### config.mk
export PLATFORM = sky130hd
export DESIGN_NAME = sleep_sub_swap_exec
export DESIGN_NICKNAME = d
export VERILOG_FILES = /design/src/hdl/sleep_sub_swap_pkg.sv /design/src/hdl/sleep_sub_swap_exec.sv
export VERILOG_INCLUDE_DIRS = /design/src /design/src/hdl
export SDC_FILE = /design/constraint.sdc
export NUM_CORES = 1
export LEC_CHECK = 0
export BUFFER_PORTS_ARGS = -buffer_cell sky130_fd_sc_hd__buf_4
export CAP_MARGIN = 20
export CELL_PAD_IN_SITES_DETAIL_PLACEMENT = 2
export CELL_PAD_IN_SITES_GLOBAL_PLACEMENT = 2
export CORE_ASPECT_RATIO = 1.25
export CORE_MARGIN = 2
export CORE_UTILIZATION = 28
export DETAILED_ROUTE_END_ITERATION = 8
export PLACE_DENSITY = 0.86
export RECOVER_POWER = 50
export SYNTH_ARGS = -nofsm -noshare
export SYNTH_HDL_FRONTEND = slang
export SYNTH_SLANG_ARGS = --single-unit
### constraint.sdc
create_clock -name mclk -period 2.6 [get_ports mclk]
set_clock_uncertainty 0.05 [all_clocks]
set_input_delay 0.13 -clock mclk [delete_from_list [all_inputs] [get_ports mclk]]
set_output_delay 0.13 -clock mclk [all_outputs]
set_load 0.02 [all_outputs]
### src/hdl/sleep_sub_swap_params.svh
/*
  Constants of the halt / subtract / nibble exchange executor: opcodes,
  instruction fields, status bit positions, register offsets, reset values.
  Assumes inclusion by bare name from the executor and the assertion checker.
*/
`ifndef SLEEP_SUB_SWAP_PARAMS_SVH
`define SLEEP_SUB_SWAP_PARAMS_SVH

// ----------------------------------------------------------------------
// Instruction encoding
// ----------------------------------------------------------------------
`define OP_HALT        12'h003
`define OP_ARITH_MASK  12'hfc0
`define OP_SUB_VAL     12'h080
`define OP_SWAP_VAL    12'h380
`define OP_DEST_BIT    5
`define OP_FILE_MSB    4

// ----------------------------------------------------------------------
// Status register bit positions
// ----------------------------------------------------------------------
`define ST_CARRY       0
`define ST_HALF_BORROW 1
`define ST_ZERO        2
`define ST_POWERDOWN   3
`define ST_TIMEOUT     4

// ----------------------------------------------------------------------
// Control register bit positions
// ----------------------------------------------------------------------
`define CTL_PRESC_WDT  0
`define CTL_SEL_LSB    1
`define CTL_SEL_MSB    3

// ----------------------------------------------------------------------
// Register byte offsets
// ----------------------------------------------------------------------
`define REG_CONTROL    5'h00
`define REG_STATUS     5'h04
`define REG_ACCUM      5'h08
`define REG_WATCHDOG   5'h0c
`define REG_CORE       5'h10

// ----------------------------------------------------------------------
// Reset values and watchdog constants
// ----------------------------------------------------------------------
`define RST_ACCUM      8'h00
`define RST_STATUS     5'h18
`define RST_CONTROL    4'h0
`define WDT_HALT_LOAD  8'h00
`define WDT_FULL       8'hff

`endif

### src/hdl/sleep_sub_swap_pkg.sv
/*
  Types of the halt / subtract / nibble exchange executor: core mode,
  file write carrier and the executor's complete state record.
  Assumes the constants header is on the include path.
*/
package sleep_sub_swap_pkg;

  // ----------------------------------------------------------------------
  // Core mode
  // ----------------------------------------------------------------------
  typedef enum logic {
    CORE_RUN,
    CORE_HALTED
  } core_mode_t;

  // ----------------------------------------------------------------------
  // File register write port
  // ----------------------------------------------------------------------
  typedef struct packed {
    logic       en;
    logic [4:0] addr;
    logic [7:0] data;
  } file_wr_t;

  // ----------------------------------------------------------------------
  // Status flags
  // ----------------------------------------------------------------------
  typedef struct packed {
    logic timeout_bit;
    logic powerdown_bit;
    logic zero;
    logic half_borrow_flag;
    logic carry;
  } status_t;

  // ----------------------------------------------------------------------
  // Whole executor state
  // ----------------------------------------------------------------------
  typedef struct packed {
    core_mode_t  mode;
    logic [7:0]  acc;
    status_t     status;
    logic [7:0]  watchdog_counter;
    logic [7:0]  prescaler;
    logic        presc_to_wdt;
    logic [2:0]  presc_sel;
    file_wr_t    fwr;
    logic        halt_pulse;
    logic        ack;
    logic [31:0] rdata;
  } exec_state_t;

endpackage : sleep_sub_swap_pkg

### src/hdl/sleep_sub_swap_exec.sv
/*
  Executor for three core instructions: halt, subtract accumulator from
  file register, nibble exchange of a file register. Holds accumulator,
  status flags, watchdog counter and prescaler, with an Avalon-MM slave.
  Assumes a fetch unit presenting one word per cycle, a file register
  array with combinational read, and a watchdog tick on mclk.
*/
// Design decisions made here: register access over Avalon-MM and the address map.
`timescale 1ns/100ps
`include "sleep_sub_swap_params.svh"

module sleep_sub_swap_exec
  import sleep_sub_swap_pkg::*;
#(
  parameter int FILE_COUNT = 32
) (
  // Clock and reset
  input  wire logic        mclk,
  input  wire logic        reset,
  // Fetch unit
  input  wire logic        instr_valid,
  input  wire logic [11:0] instr_word,
  output logic             instr_ready,
  // File register array
  output logic [4:0]       file_rd_addr,
  input  wire logic [7:0]  file_rd_data,
  output file_wr_t         file_wr,
  // Watchdog and power control
  input  wire logic        wdt_tick,
  input  wire logic        wake_req,
  output logic             osc_enable,
  output logic             halt_entered,
  // Avalon-MM slave
  input  wire logic [4:0]  avs_address,
  input  wire logic        avs_read,
  input  wire logic        avs_write,
  input  wire logic [31:0] avs_writedata,
  input  wire logic [3:0]  avs_byteenable,
  output logic [31:0]      avs_readdata,
  output logic             avs_waitrequest
);

  // ----------------------------------------------------------------------
  // Elaboration checks
  // ----------------------------------------------------------------------
  if (FILE_COUNT != 32) begin : g_bad_count
    $error("FILE_COUNT must be 32 for a 5-bit file field");
  end

  // ----------------------------------------------------------------------
  // State
  // ----------------------------------------------------------------------
  exec_state_t s_q;
  exec_state_t s_d;

  logic        running;
  logic        is_halt;
  logic        is_sub;
  logic        is_swap;
  logic        dest_file;
  logic [8:0]  diff;
  logic [4:0]  half_diff;
  logic [7:0]  sub_res;
  logic [7:0]  swap_res;
  logic [7:0]  sel_mask;
  logic        wdt_step;
  logic        wdt_wrap;
  logic        bus_req;
  logic        bus_take;
  logic        wr_take;
  logic [31:0] wr_merged;
  logic [31:0] rd_word;
  logic [31:0] cur_word;

  // ----------------------------------------------------------------------
  // Decode
  // ----------------------------------------------------------------------
  assign running   = (s_q.mode == CORE_RUN);
  assign is_halt   = running && instr_valid &&
                     (instr_word == `OP_HALT);
  assign is_sub    = running && instr_valid &&
                     ((instr_word & `OP_ARITH_MASK) == `OP_SUB_VAL);
  assign is_swap   = running && instr_valid &&
                     ((instr_word & `OP_ARITH_MASK) == `OP_SWAP_VAL);
  assign dest_file = instr_word[`OP_DEST_BIT];

  // Address field straight to the array, read in the same cycle
  assign file_rd_addr = instr_word[`OP_FILE_MSB:0];

  // Never stalls while running
  assign instr_ready  = running;

  // ----------------------------------------------------------------------
  // Datapath
  // ----------------------------------------------------------------------
  // Two's complement file minus accumulator; carry means no borrow
  assign diff      = {1'b0, file_rd_data} - {1'b0, s_q.acc};
  assign half_diff = {1'b0, file_rd_data[3:0]} - {1'b0, s_q.acc[3:0]};
  assign sub_res   = diff[7:0];
  assign swap_res  = {file_rd_data[3:0], file_rd_data[7:4]};

  // ----------------------------------------------------------------------
  // Watchdog stepping
  // ----------------------------------------------------------------------
  // Low presc_sel+1 bits of the prescaler all ones ends a period
  assign sel_mask = 8'((9'h002 << s_q.presc_sel) - 9'h001);
  assign wdt_step = wdt_tick &&
                    (!s_q.presc_to_wdt ||
                     ((s_q.prescaler & sel_mask) == sel_mask));
  assign wdt_wrap = wdt_step && (s_q.watchdog_counter == `WDT_FULL);

  // ----------------------------------------------------------------------
  // Bus slave: one wait cycle, then the answer
  // ----------------------------------------------------------------------
  assign bus_req         = avs_read || avs_write;
  assign bus_take        = bus_req && s_q.ack;
  assign wr_take         = avs_write && s_q.ack;
  assign avs_waitrequest = bus_req && !s_q.ack;
  assign avs_readdata    = s_q.rdata;

  always_comb begin
    rd_word = 32'h0000_0000;
    case (avs_address)
      `REG_CONTROL: begin
        rd_word[`CTL_SEL_MSB:`CTL_SEL_LSB] = s_q.presc_sel;
        rd_word[`CTL_PRESC_WDT]            = s_q.presc_to_wdt;
      end
      `REG_STATUS: begin
        rd_word[4:0] = s_q.status;
      end
      `REG_ACCUM: begin
        rd_word[7:0] = s_q.acc;
      end
      `REG_WATCHDOG: begin
        rd_word[15:0] = {s_q.prescaler, s_q.watchdog_counter};
      end
      `REG_CORE: begin
        rd_word[0] = (s_q.mode == CORE_HALTED);
      end
      default: begin
        rd_word = 32'h0000_0000;
      end
    endcase
  end

  // Current contents of the writable register, for byte merging
  always_comb begin
    cur_word = 32'h0000_0000;
    case (avs_address)
      `REG_CONTROL: begin
        cur_word[`CTL_SEL_MSB:`CTL_SEL_LSB] = s_q.presc_sel;
        cur_word[`CTL_PRESC_WDT]            = s_q.presc_to_wdt;
      end
      `REG_STATUS: begin
        cur_word[4:0] = s_q.status;
      end
      `REG_ACCUM: begin
        cur_word[7:0] = s_q.acc;
      end
      default: begin
        cur_word = 32'h0000_0000;
      end
    endcase
  end

  for (genvar b = 0; b < 4; b++) begin : g_lane
    assign wr_merged[8*b +: 8] = avs_byteenable[b] ?
                                 avs_writedata[8*b +: 8] :
                                 cur_word[8*b +: 8];
  end

  // ----------------------------------------------------------------------
  // Next state
  // ----------------------------------------------------------------------
  always_comb begin
    s_d            = s_q;
    s_d.fwr.en     = 1'b0;
    s_d.halt_pulse = 1'b0;

    // Bus handshake and read capture
    s_d.ack = bus_req && !s_q.ack;
    if (bus_req && !s_q.ack) begin
      s_d.rdata = rd_word;
    end

    // Software writes first; core events below override them
    if (wr_take) begin
      case (avs_address)
        `REG_CONTROL: begin
          s_d.presc_to_wdt = wr_merged[`CTL_PRESC_WDT];
          s_d.presc_sel    = wr_merged[`CTL_SEL_MSB:`CTL_SEL_LSB];
        end
        `REG_STATUS: begin
          s_d.status = wr_merged[4:0];
        end
        `REG_ACCUM: begin
          s_d.acc = wr_merged[7:0];
        end
        default: begin
          s_d.rdata = s_d.rdata;
        end
      endcase
    end

    // Watchdog counting
    if (wdt_tick && s_q.presc_to_wdt) begin
      s_d.prescaler = s_q.prescaler + 8'h01;
    end
    if (wdt_step) begin
      s_d.watchdog_counter = s_q.watchdog_counter + 8'h01;
    end
    if (wdt_wrap) begin
      s_d.status.timeout_bit = 1'b0;
      s_d.mode               = CORE_RUN;
    end

    // Wake-up from halt
    if (wake_req && (s_q.mode == CORE_HALTED)) begin
      s_d.mode = CORE_RUN;
    end

    // Instruction execution, one cycle each
    case (1'b1)
      is_halt: begin
        s_d.mode                 = CORE_HALTED;
        s_d.halt_pulse           = 1'b1;
        s_d.status.timeout_bit   = 1'b1;
        s_d.status.powerdown_bit = 1'b0;
        s_d.watchdog_counter     = `WDT_HALT_LOAD;
        if (s_q.presc_to_wdt) begin
          s_d.prescaler = 8'h00;
        end
      end
      is_sub: begin
        s_d.status.carry            = !diff[8];
        s_d.status.half_borrow_flag = !half_diff[4];
        s_d.status.zero             = (sub_res == 8'h00);
        if (dest_file) begin
          s_d.fwr.en   = 1'b1;
          s_d.fwr.addr = file_rd_addr;
          s_d.fwr.data = sub_res;
        end else begin
          s_d.acc = sub_res;
        end
      end
      is_swap: begin
        if (dest_file) begin
          s_d.fwr.en   = 1'b1;
          s_d.fwr.addr = file_rd_addr;
          s_d.fwr.data = swap_res;
        end else begin
          s_d.acc = swap_res;
        end
      end
      default: begin
        s_d.fwr.en = 1'b0;
      end
    endcase
  end

  // ----------------------------------------------------------------------
  // State register
  // ----------------------------------------------------------------------
  always_ff @(posedge mclk or posedge reset) begin
    if (reset) begin
      s_q                  <= '0;
      s_q.mode             <= CORE_RUN;
      s_q.acc              <= `RST_ACCUM;
      s_q.status           <= `RST_STATUS;
      s_q.presc_to_wdt     <= 1'b0;
      s_q.presc_sel        <= 3'h0;
    end else begin
      s_q <= s_d;
    end
  end

  // ----------------------------------------------------------------------
  // Outputs
  // ----------------------------------------------------------------------
  assign file_wr      = s_q.fwr;
  assign osc_enable   = (s_q.mode == CORE_RUN);
  assign halt_entered = s_q.halt_pulse;

endmodule : sleep_sub_swap_exec

==> summary.md, run 1 <==
| Metric | Value |
|---|---|
| CTS tree | yes |
| CTS buffer count | 9 |
| Status | completed |
| Gpl congestion | approximately 0.88 |
| Yosys warning count | 0 |
| Crit Path Max Fanout | 8 |
| RSZ-0062 raised after global routing | yes |
| Antenna Nets Post-Route | 0 |
| Die height | between 100 and 150 um |
| Synth cell count leaders | nand2_1, dfrtp_1, buf_4 |
| Synth top area cells | dfrtp_1, buf_4, nand2_1 |
| Longest Clk Path Bufs | 2 |
| Sw Share | 34.3% |
| Minimum clock period | around 2.5 ns |
| Pre-CTS setup slack | -0.161 ns |
| Internal | around 2.8 mW |
| Worst-margin pin slew | ~1.1 ns |
| Sequential power share | about 34% |
| First-pass DRT Iterations | 4 |
| Maxcap violations | 0 |
| Yosys top cell area share | 36.8% |
| Fillers | about 1800 |
| Clock share of power | 36.3% |
| Input/output buffers | 79 |
| Mapped Area | around 4400 um2 |
| IO Count | ~120 |
| Clock Sinks | 66 |
| Final period utilization | a little over nine tenths |
| Cell Pwr Density | between 700 and 800 nW/um2 |
| Routed WL | around 15000 um |
| R2R Path Start | s_q[49] |
| DR vias/cell | about 5.0 |
| Critical path launch point | s_q[49] |
| CTS root buf | clkbuf_16 |
| Iteration-0 DRC Markers | roughly 140 |
| Vias | between 3000 and 4000 |
| HP Class | in2reg |
| Reg clk slew, reported paths | 0.06 ns |
| Crit path capture | s_q[60] |
| Crit path kind | reg2reg |
| First-pass GRT wire length | between 20000 and 25000 um |
| Worst min-delay path startpoint | file_rd_data[5] |
| Initial antenna violation count | 0 |
| Synth cell types | 67 |
| Normalized max-slew margin | around a quarter |
| Max Slew Vio Count | 0 |
| Most common cell in the netlist | nand2_1 |
| Startpoint types | flip-flop |
| Area Overhead vs Synth | 22.1% |
| CP endpoint kind | flip-flop |
| CTS H-tree lvls | 3 |
| Leading area contributor after synthesis | dfrtp_1 |
| Cell row count | 50 |
| WHS | around 0.028 ns |
| Die width | approximately 120 um |
| Die ar. | approximately 17000 um2 |
| FF+latch count, synth | 66 |
| Setup Viol. Count Final | 0 |
| Setup slack, reg-to-reg | around 0.053 ns |
| # nets final | 645 |
| Switching power | around 1.4 mW |
| Final hold vios | 0 |
| Global Route Usage Sum | 18.3% |
| Async SR Flop Fraction | 100% |
| Worst Path Arrival | about 2.7 ns |
| EDFF count, synth | 0 |
| Diodes inserted | 0 |
| Area of the multi-input gates | 2230 um2 |
| Worst vdd ir | between 0.2 and 0.3 mV |
| Cells after synthesis | about 500 |
| Largest net degree at the start of global routing | 39 |
| Combinational share of power | approximately 30% |
| Main synth FF type | dfrtp_1 |
| Drt wl/cell | around 19 um |
| R2R cell count | 10 |
| Register area | between 1500 and 2000 um2 |
| DP HPWL | between 10000 and 15000 um |
| Number of global-route vias before repair | ~4400 |
| Worst skew pair latency | between 0.3 and 0.4 ns |
| Final setup margin | between 0.05 and 0.06 ns |
| Critical path required time | 2.76 ns |
| Share of cells above drive strength 1 | between 20% and 30% |
| Starting Density | between 20% and 30% |
| FMAX | 0.393 GHz |
| Mean Syn Cell Area | about 8.7 um2 |
| Endpoint of the worst register-to-register path | s_q[60] |
| Core ar. | roughly 15000 um2 |
| DRC | 0 |
| Grt ovf | 0 |
| Part of the Yosys area used for sequential elements | 38.0% |
| LEAKAGE | approximately 2.4 nW |
[logic make-up after synthesis]
| kind of cell | count (synthesis) | synth area share, % |
|---|---|---|
| xor+xnor | 8 | 1.61 |
| fa+ha+maj | 12 | 3.62 |
| mux | 22 | 6.04 |
| simple gates | 185 | 20.9 |
| flops | 66 | 38.0 |
| other cells | 1 | 0.0862 |
| buf+inv | 98 | 13.6 |
| compound gates | 111 | 16.1 |
[worst min path at each step]
stage	to	slack [ns]	cells past startpoint
3_3_place_gp	file_wr[13]	0.22	2
6_report	file_wr[1]	0.03	3
5_1_grt	file_wr[1]	0.04	3
3_5_place_dp	file_wr[13]	0.22	2
4_1_cts	file_wr[1]	0.02	3
2_1_floorplan	s_q[81]	0.18	1
[per-stage QoR]
step	area (um2)	cells	util, %	TNS [ns]	power [mW]
finish	5320	778	35.3	0	4.19
global route	5320	778	35.3	-0.215	4.43
CTS	5390	775	35.7	0	4.20
detailed placement	4930	750	32.7	-0.530	2.63
global placement	4930	750	32.7	0	2.54
floorplan	4410	518	-	0	2.19
[repair_timing]
item                                    in CTS  in global routing
pin swaps                                    2                  9
hold buffers                                 7                  0
gates resized for setup                      3                 16
buffers inserted                             2                  3
endpoints found under the hold margin       32                  0
endpoints found under the setup margin      10                 10
[area by class of cell]
type	count	share of cell area, %
multi-input cells	354	42.0
flip-flops and latches	66	31.1
repair buffers	113	13.6
well taps	208	4.90
clock buffers	9	4.24
clock inverters	7	2.66
inverters	21	1.48
[per-layer routing]
layer / vias to the layer above / wire length, um / track usage [%] / part of all wire (%)
li1: 1823 / - / - / -
met1: 1977 / 6210 / 21.4 / 42
met2: 109 / 7820 / 32.8 / 52
met3: 17 / 657 / 4.13 / 4.4
met4: 0 / 243 / 6.15 / 1.6
met5: - / 0 / 0 / 0
[power groups by stage]
stage          sequential [mW]  clock, mW  combinational [mW]
2_1_floorplan             1.34          0               0.848
3_3_place_gp              1.42          0                1.12
3_5_place_dp              1.43          0                1.20
4_1_cts                   1.42       1.55                1.24
5_1_grt                   1.45       1.59                1.39
6_report                  1.42       1.52                1.25
[cell usage in the layout, fill, tap and decap left out, types with 3 or more instances in the layout]
cell type,n
nor2b_1,5
or2_2,3
clkbuf_1,38
clkbuf_16,9
mux2i_1,18
dlygate4sd3_1,7
nand2_1,73
dfrtp_1,64
or3_1,7
nor3_1,4
buf_4,65
conb_1,16
ha_1,10
xor2_1,5
o21ai_0,36
and3_1,7
o31ai_1,6
a22o_1,3
o22ai_1,4
inv_1,20
a22oi_1,5
a31oi_1,5
nand3_1,25
nor2_1,30
a21oi_1,22
xnor2_1,3
a211oi_1,3
bufinv_16,4
a221oi_1,5
[worst max-delay path: stages (launching register included)]
cell	delay [ns]
dfrtp_1	0.41
nor2_4	0.17
nand2_2	0.09
ha_4	0.19
or4b_2	0.67
a31oi_1	0.23
o21ai_2	0.12
nand3_4	0.15
buf_4	0.14
xor2_1	0.14
nor2_1	0.06
Note: power is estimated with default switching activity, not from simulation.
==> run 2, diff against run 1 <==
- ABC_AREA: default -> 1
- CORE_UTILIZATION: 28 -> 27
- SLEW_MARGIN: default -> 20
==> summary.md, run 2 <==
| Metric | Value |
|---|---|
| CTS root buf | clkbuf_16 |
| Clock Sinks | 66 (unchanged) |
| RSZ-0062 raised after global routing | no |
| Commonest cells after routing, fill and taps aside | nand2_1, dfrtp_1, inv_1, nand3_1, buf_4 |
| Max Slew Vio Count | 0 (unchanged) |
| HP Class | in2reg |
| Die height | 149 um (+4.1%) |
| FMAX | 0.453 GHz (+15%) |
| Sequential power share | 34.3% (+0.4 points) |
| Yosys top cell area share | 35.2% (-1.6 points) |
| Minimum clock period | 2.21 ns (-0.341 ns) |
| Part of the Yosys area used for sequential elements | 36.3% (-1.7 points) |
| Crit Path Max Fanout | 3 (-5) |
| Cts repair resizes | 0 (-3) |
| Setup slack, reg-to-reg | 0.39 ns (+0.34 ns) |
| DR vias/cell | 4.81 (-4.7%) |
| Vias | 4224 (+7.6%) |
| Crit path capture | s_q[77] |
| IO Count | 123 (unchanged) |
| Main synth FF type | dfrtp_1 |
| Synth cell types | 45 (-33%) |
| DRC | 0 (unchanged) |
| # nets final | 733 (+14%) |
| Setup TNS | 0 ns (unchanged) |
| Clock share of power | 34.4% (-1.9 points) |
| Reg clk slew, reported paths | 0.06 ns (about the same) |
| Die ar. | 17900 um2 (+8.3%) |
| Number of global-route vias before repair | 4821 (+8.6%) |
| Worst Path Arrival | 2.39 ns (-0.32 ns) |
| Mapped Area | 4550 um2 (+4.7%) |
| Die width | 120 um (+4.0%) |
| Grt ovf | 0 (unchanged) |
| Endpoint of the worst register-to-register path | s_q[77] |
| CTS buffer count | 9 (unchanged) |
| Async SR Flop Fraction | 100% (unchanged) |
| Synth cell count leaders | nand2_1, dfrtp_1, inv_1 |
| Setup Viol. Count Final | 0 (unchanged) |
| Most common cell in the netlist | nand2_1 |
| CTS H-tree lvls | 3 (unchanged) |
| Largest net degree at the start of global routing | 31 (-21%) |
| Setup Fix Bufs, Post-CTS | 0 (-2) |
| Internal | 2.67 mW (-3.1%) |
| Most common cell after layout, fill and taps aside | nand2_1 |
| CP endpoint kind | flip-flop |
| Yosys warning count | 0 (unchanged) |
| Status | completed |
| Worst skew pair latency | 0.34 ns (about the same) |
| Synth top area cells | dfrtp_1, nand2_1, buf_4 |
| Worst-margin pin slew | 1.28 ns (+0.136 ns) |
| Final hold vios | 0 (unchanged) |
| Worst vdd ir | 0.298 mV (+18%) |
| Starting Density | 27.4% (-1.5 points) |
| Startpoint types | flip-flop |
| Switching power | 1.56 mW (+8.6%) |
| DP HPWL | 12000 um (+7.9%) |
| Iteration-0 DRC Markers | 121 (-16%) |
| Cells after synthesis | 601 (+19%) |
| R2R Path Start | s_q[73] |
| Maxcap violations | 0 (unchanged) |
| Share of cells above drive strength 1 | 16.7% (-3.5 points) |
| Crit path kind | reg2reg |
| Diodes inserted | 0 (unchanged) |
| Critical path required time | 2.78 ns (+0.02 ns) |
| Input/output buffers | 79 (unchanged) |
| Initial antenna violation count | 0 (unchanged) |
| Area Overhead vs Synth | 16.1% |
| Leading area contributor after synthesis | dfrtp_1 |
| Global Route Usage Sum | 17.8% (-0.59 points) |
| Mean Syn Cell Area | 7.58 um2 (-12%) |
| Cell row count | 53 (+6.0%) |
| CTS hold repair buffers | 3 (-4) |
| WHS Path Cells | 3 (unchanged) |
| Core ar. | 16600 um2 (+10%) |
| Drt wl/cell | 17.4 um (-9.5%) |
| Normalized max-slew margin | 14.2% (-9.6 points) |
| First-pass GRT wire length | 24900 um (+6.5%) |
| Longest Clk Path Bufs | 2 (unchanged) |
| Gpl congestion | 0.920 (+4.8%) |
| First-pass DRT Iterations | 4 (unchanged) |
| WHS | 0.0226 ns (-0.00577 ns) |
| Antenna Nets Post-Route | 0 (unchanged) |
| Combinational share of power | 31.2% (+1.3 points) |
| R2R cell count | 11 (+1) |
| FF+latch count, synth | 66 (unchanged) |
| Cell Pwr Density | 800 nW/um2 (+1.5%) |
| LEAKAGE | 2.55 nW (+7.8%) |
| EDFF count, synth | 0 (unchanged) |
| CTS tree | yes |
| Critical path launch point | s_q[73] |
| Sw Share | 36.9% (+2.6 points) |
| Routed WL | 15200 um (+2.2%) |
| Final period utilization | 84.9% (-13 points) |
run 2: area by class of cell:
type | instances | area, um2
clock buffer | 10 | 239
sequential | 66 | 1650
fill | 1996 | 11400
inverter | 64 | 243
timing repair buffer | 88 | 517
multi-input combinational | 424 | 2250
clock inverter | 6 | 114
tap | 220 | 275
run 2: critical path, stage by stage, from the launching register on:
cell and delay [ns]:
dfrtp_1 0.38, ha_1 0.15, inv_1 0.08, fa_1 0.44, nand3_1 0.10, nand3_1 0.14
xor2_1 0.22, nand2_1 0.07, o21ai_0 0.20, nand2_1 0.12, nand2_1 0.10, inv_1 0.04
run 2: cell families (layout without fill, tap and decap cells):
group                      after synthesis  count (layout)  synth area share (%)
other                                    1              16                0.0823
buffers and inverters                  126             168                  15.2
and+or+nand+nor                        293             293                  30.2
adders and majority gates               12              12                  3.46
xor gates and xnor gates                16              16                  3.08
AOI/OAI and AO/OA                       87              87                  11.6
DFF                                     66              66                  36.3
run 2: routing by layer:
metal	global-route usage, %	share of wire, %	vias up
met4	5.71	2.1	0
met5	0	0	-
met3	3.59	3.7	22
met1	19.6	39	2110
met2	33.6	55	97
li1	-	-	1995
run 2: how the worst min path moves through the flow:
stage | start | to | slack (ns)
2_1_floorplan | instr_word[0] | file_wr[8] | 0.20
4_1_cts | instr_word[2] | file_wr[10] | 0.02
3_3_place_gp | reset | halt_entered | 0.23
5_1_grt | instr_word[2] | file_wr[10] | 0.03
3_5_place_dp | reset | file_wr[13] | 0.23
6_report | instr_word[3] | file_wr[11] | 0.02
run 2: per-stage QoR:
stage                     std cells  setup slack, ns  cell area (um2)  util (%)  total power, mW
after floorplan                 616            0.710             4610         -             2.42
after global placement          859            0.500             5070      30.5             2.72
after detailed placement        859            0.406             5070      30.5             2.83
after CTS                       878            0.396             5460      32.8             4.33
after global routing            878            0.166             5290      31.8             4.50
final                           878            0.394             5290      31.8             4.23
run 2: power groups by stage:
stage                     Combinational, mW  Clock [mW]  Sequential [mW]
final                                  1.32        1.46             1.45
after global routing                   1.48        1.53             1.49
after CTS                              1.38        1.49             1.46
after detailed placement               1.36           0             1.47
after global placement                 1.28           0             1.45
after floorplan                        1.04           0             1.39
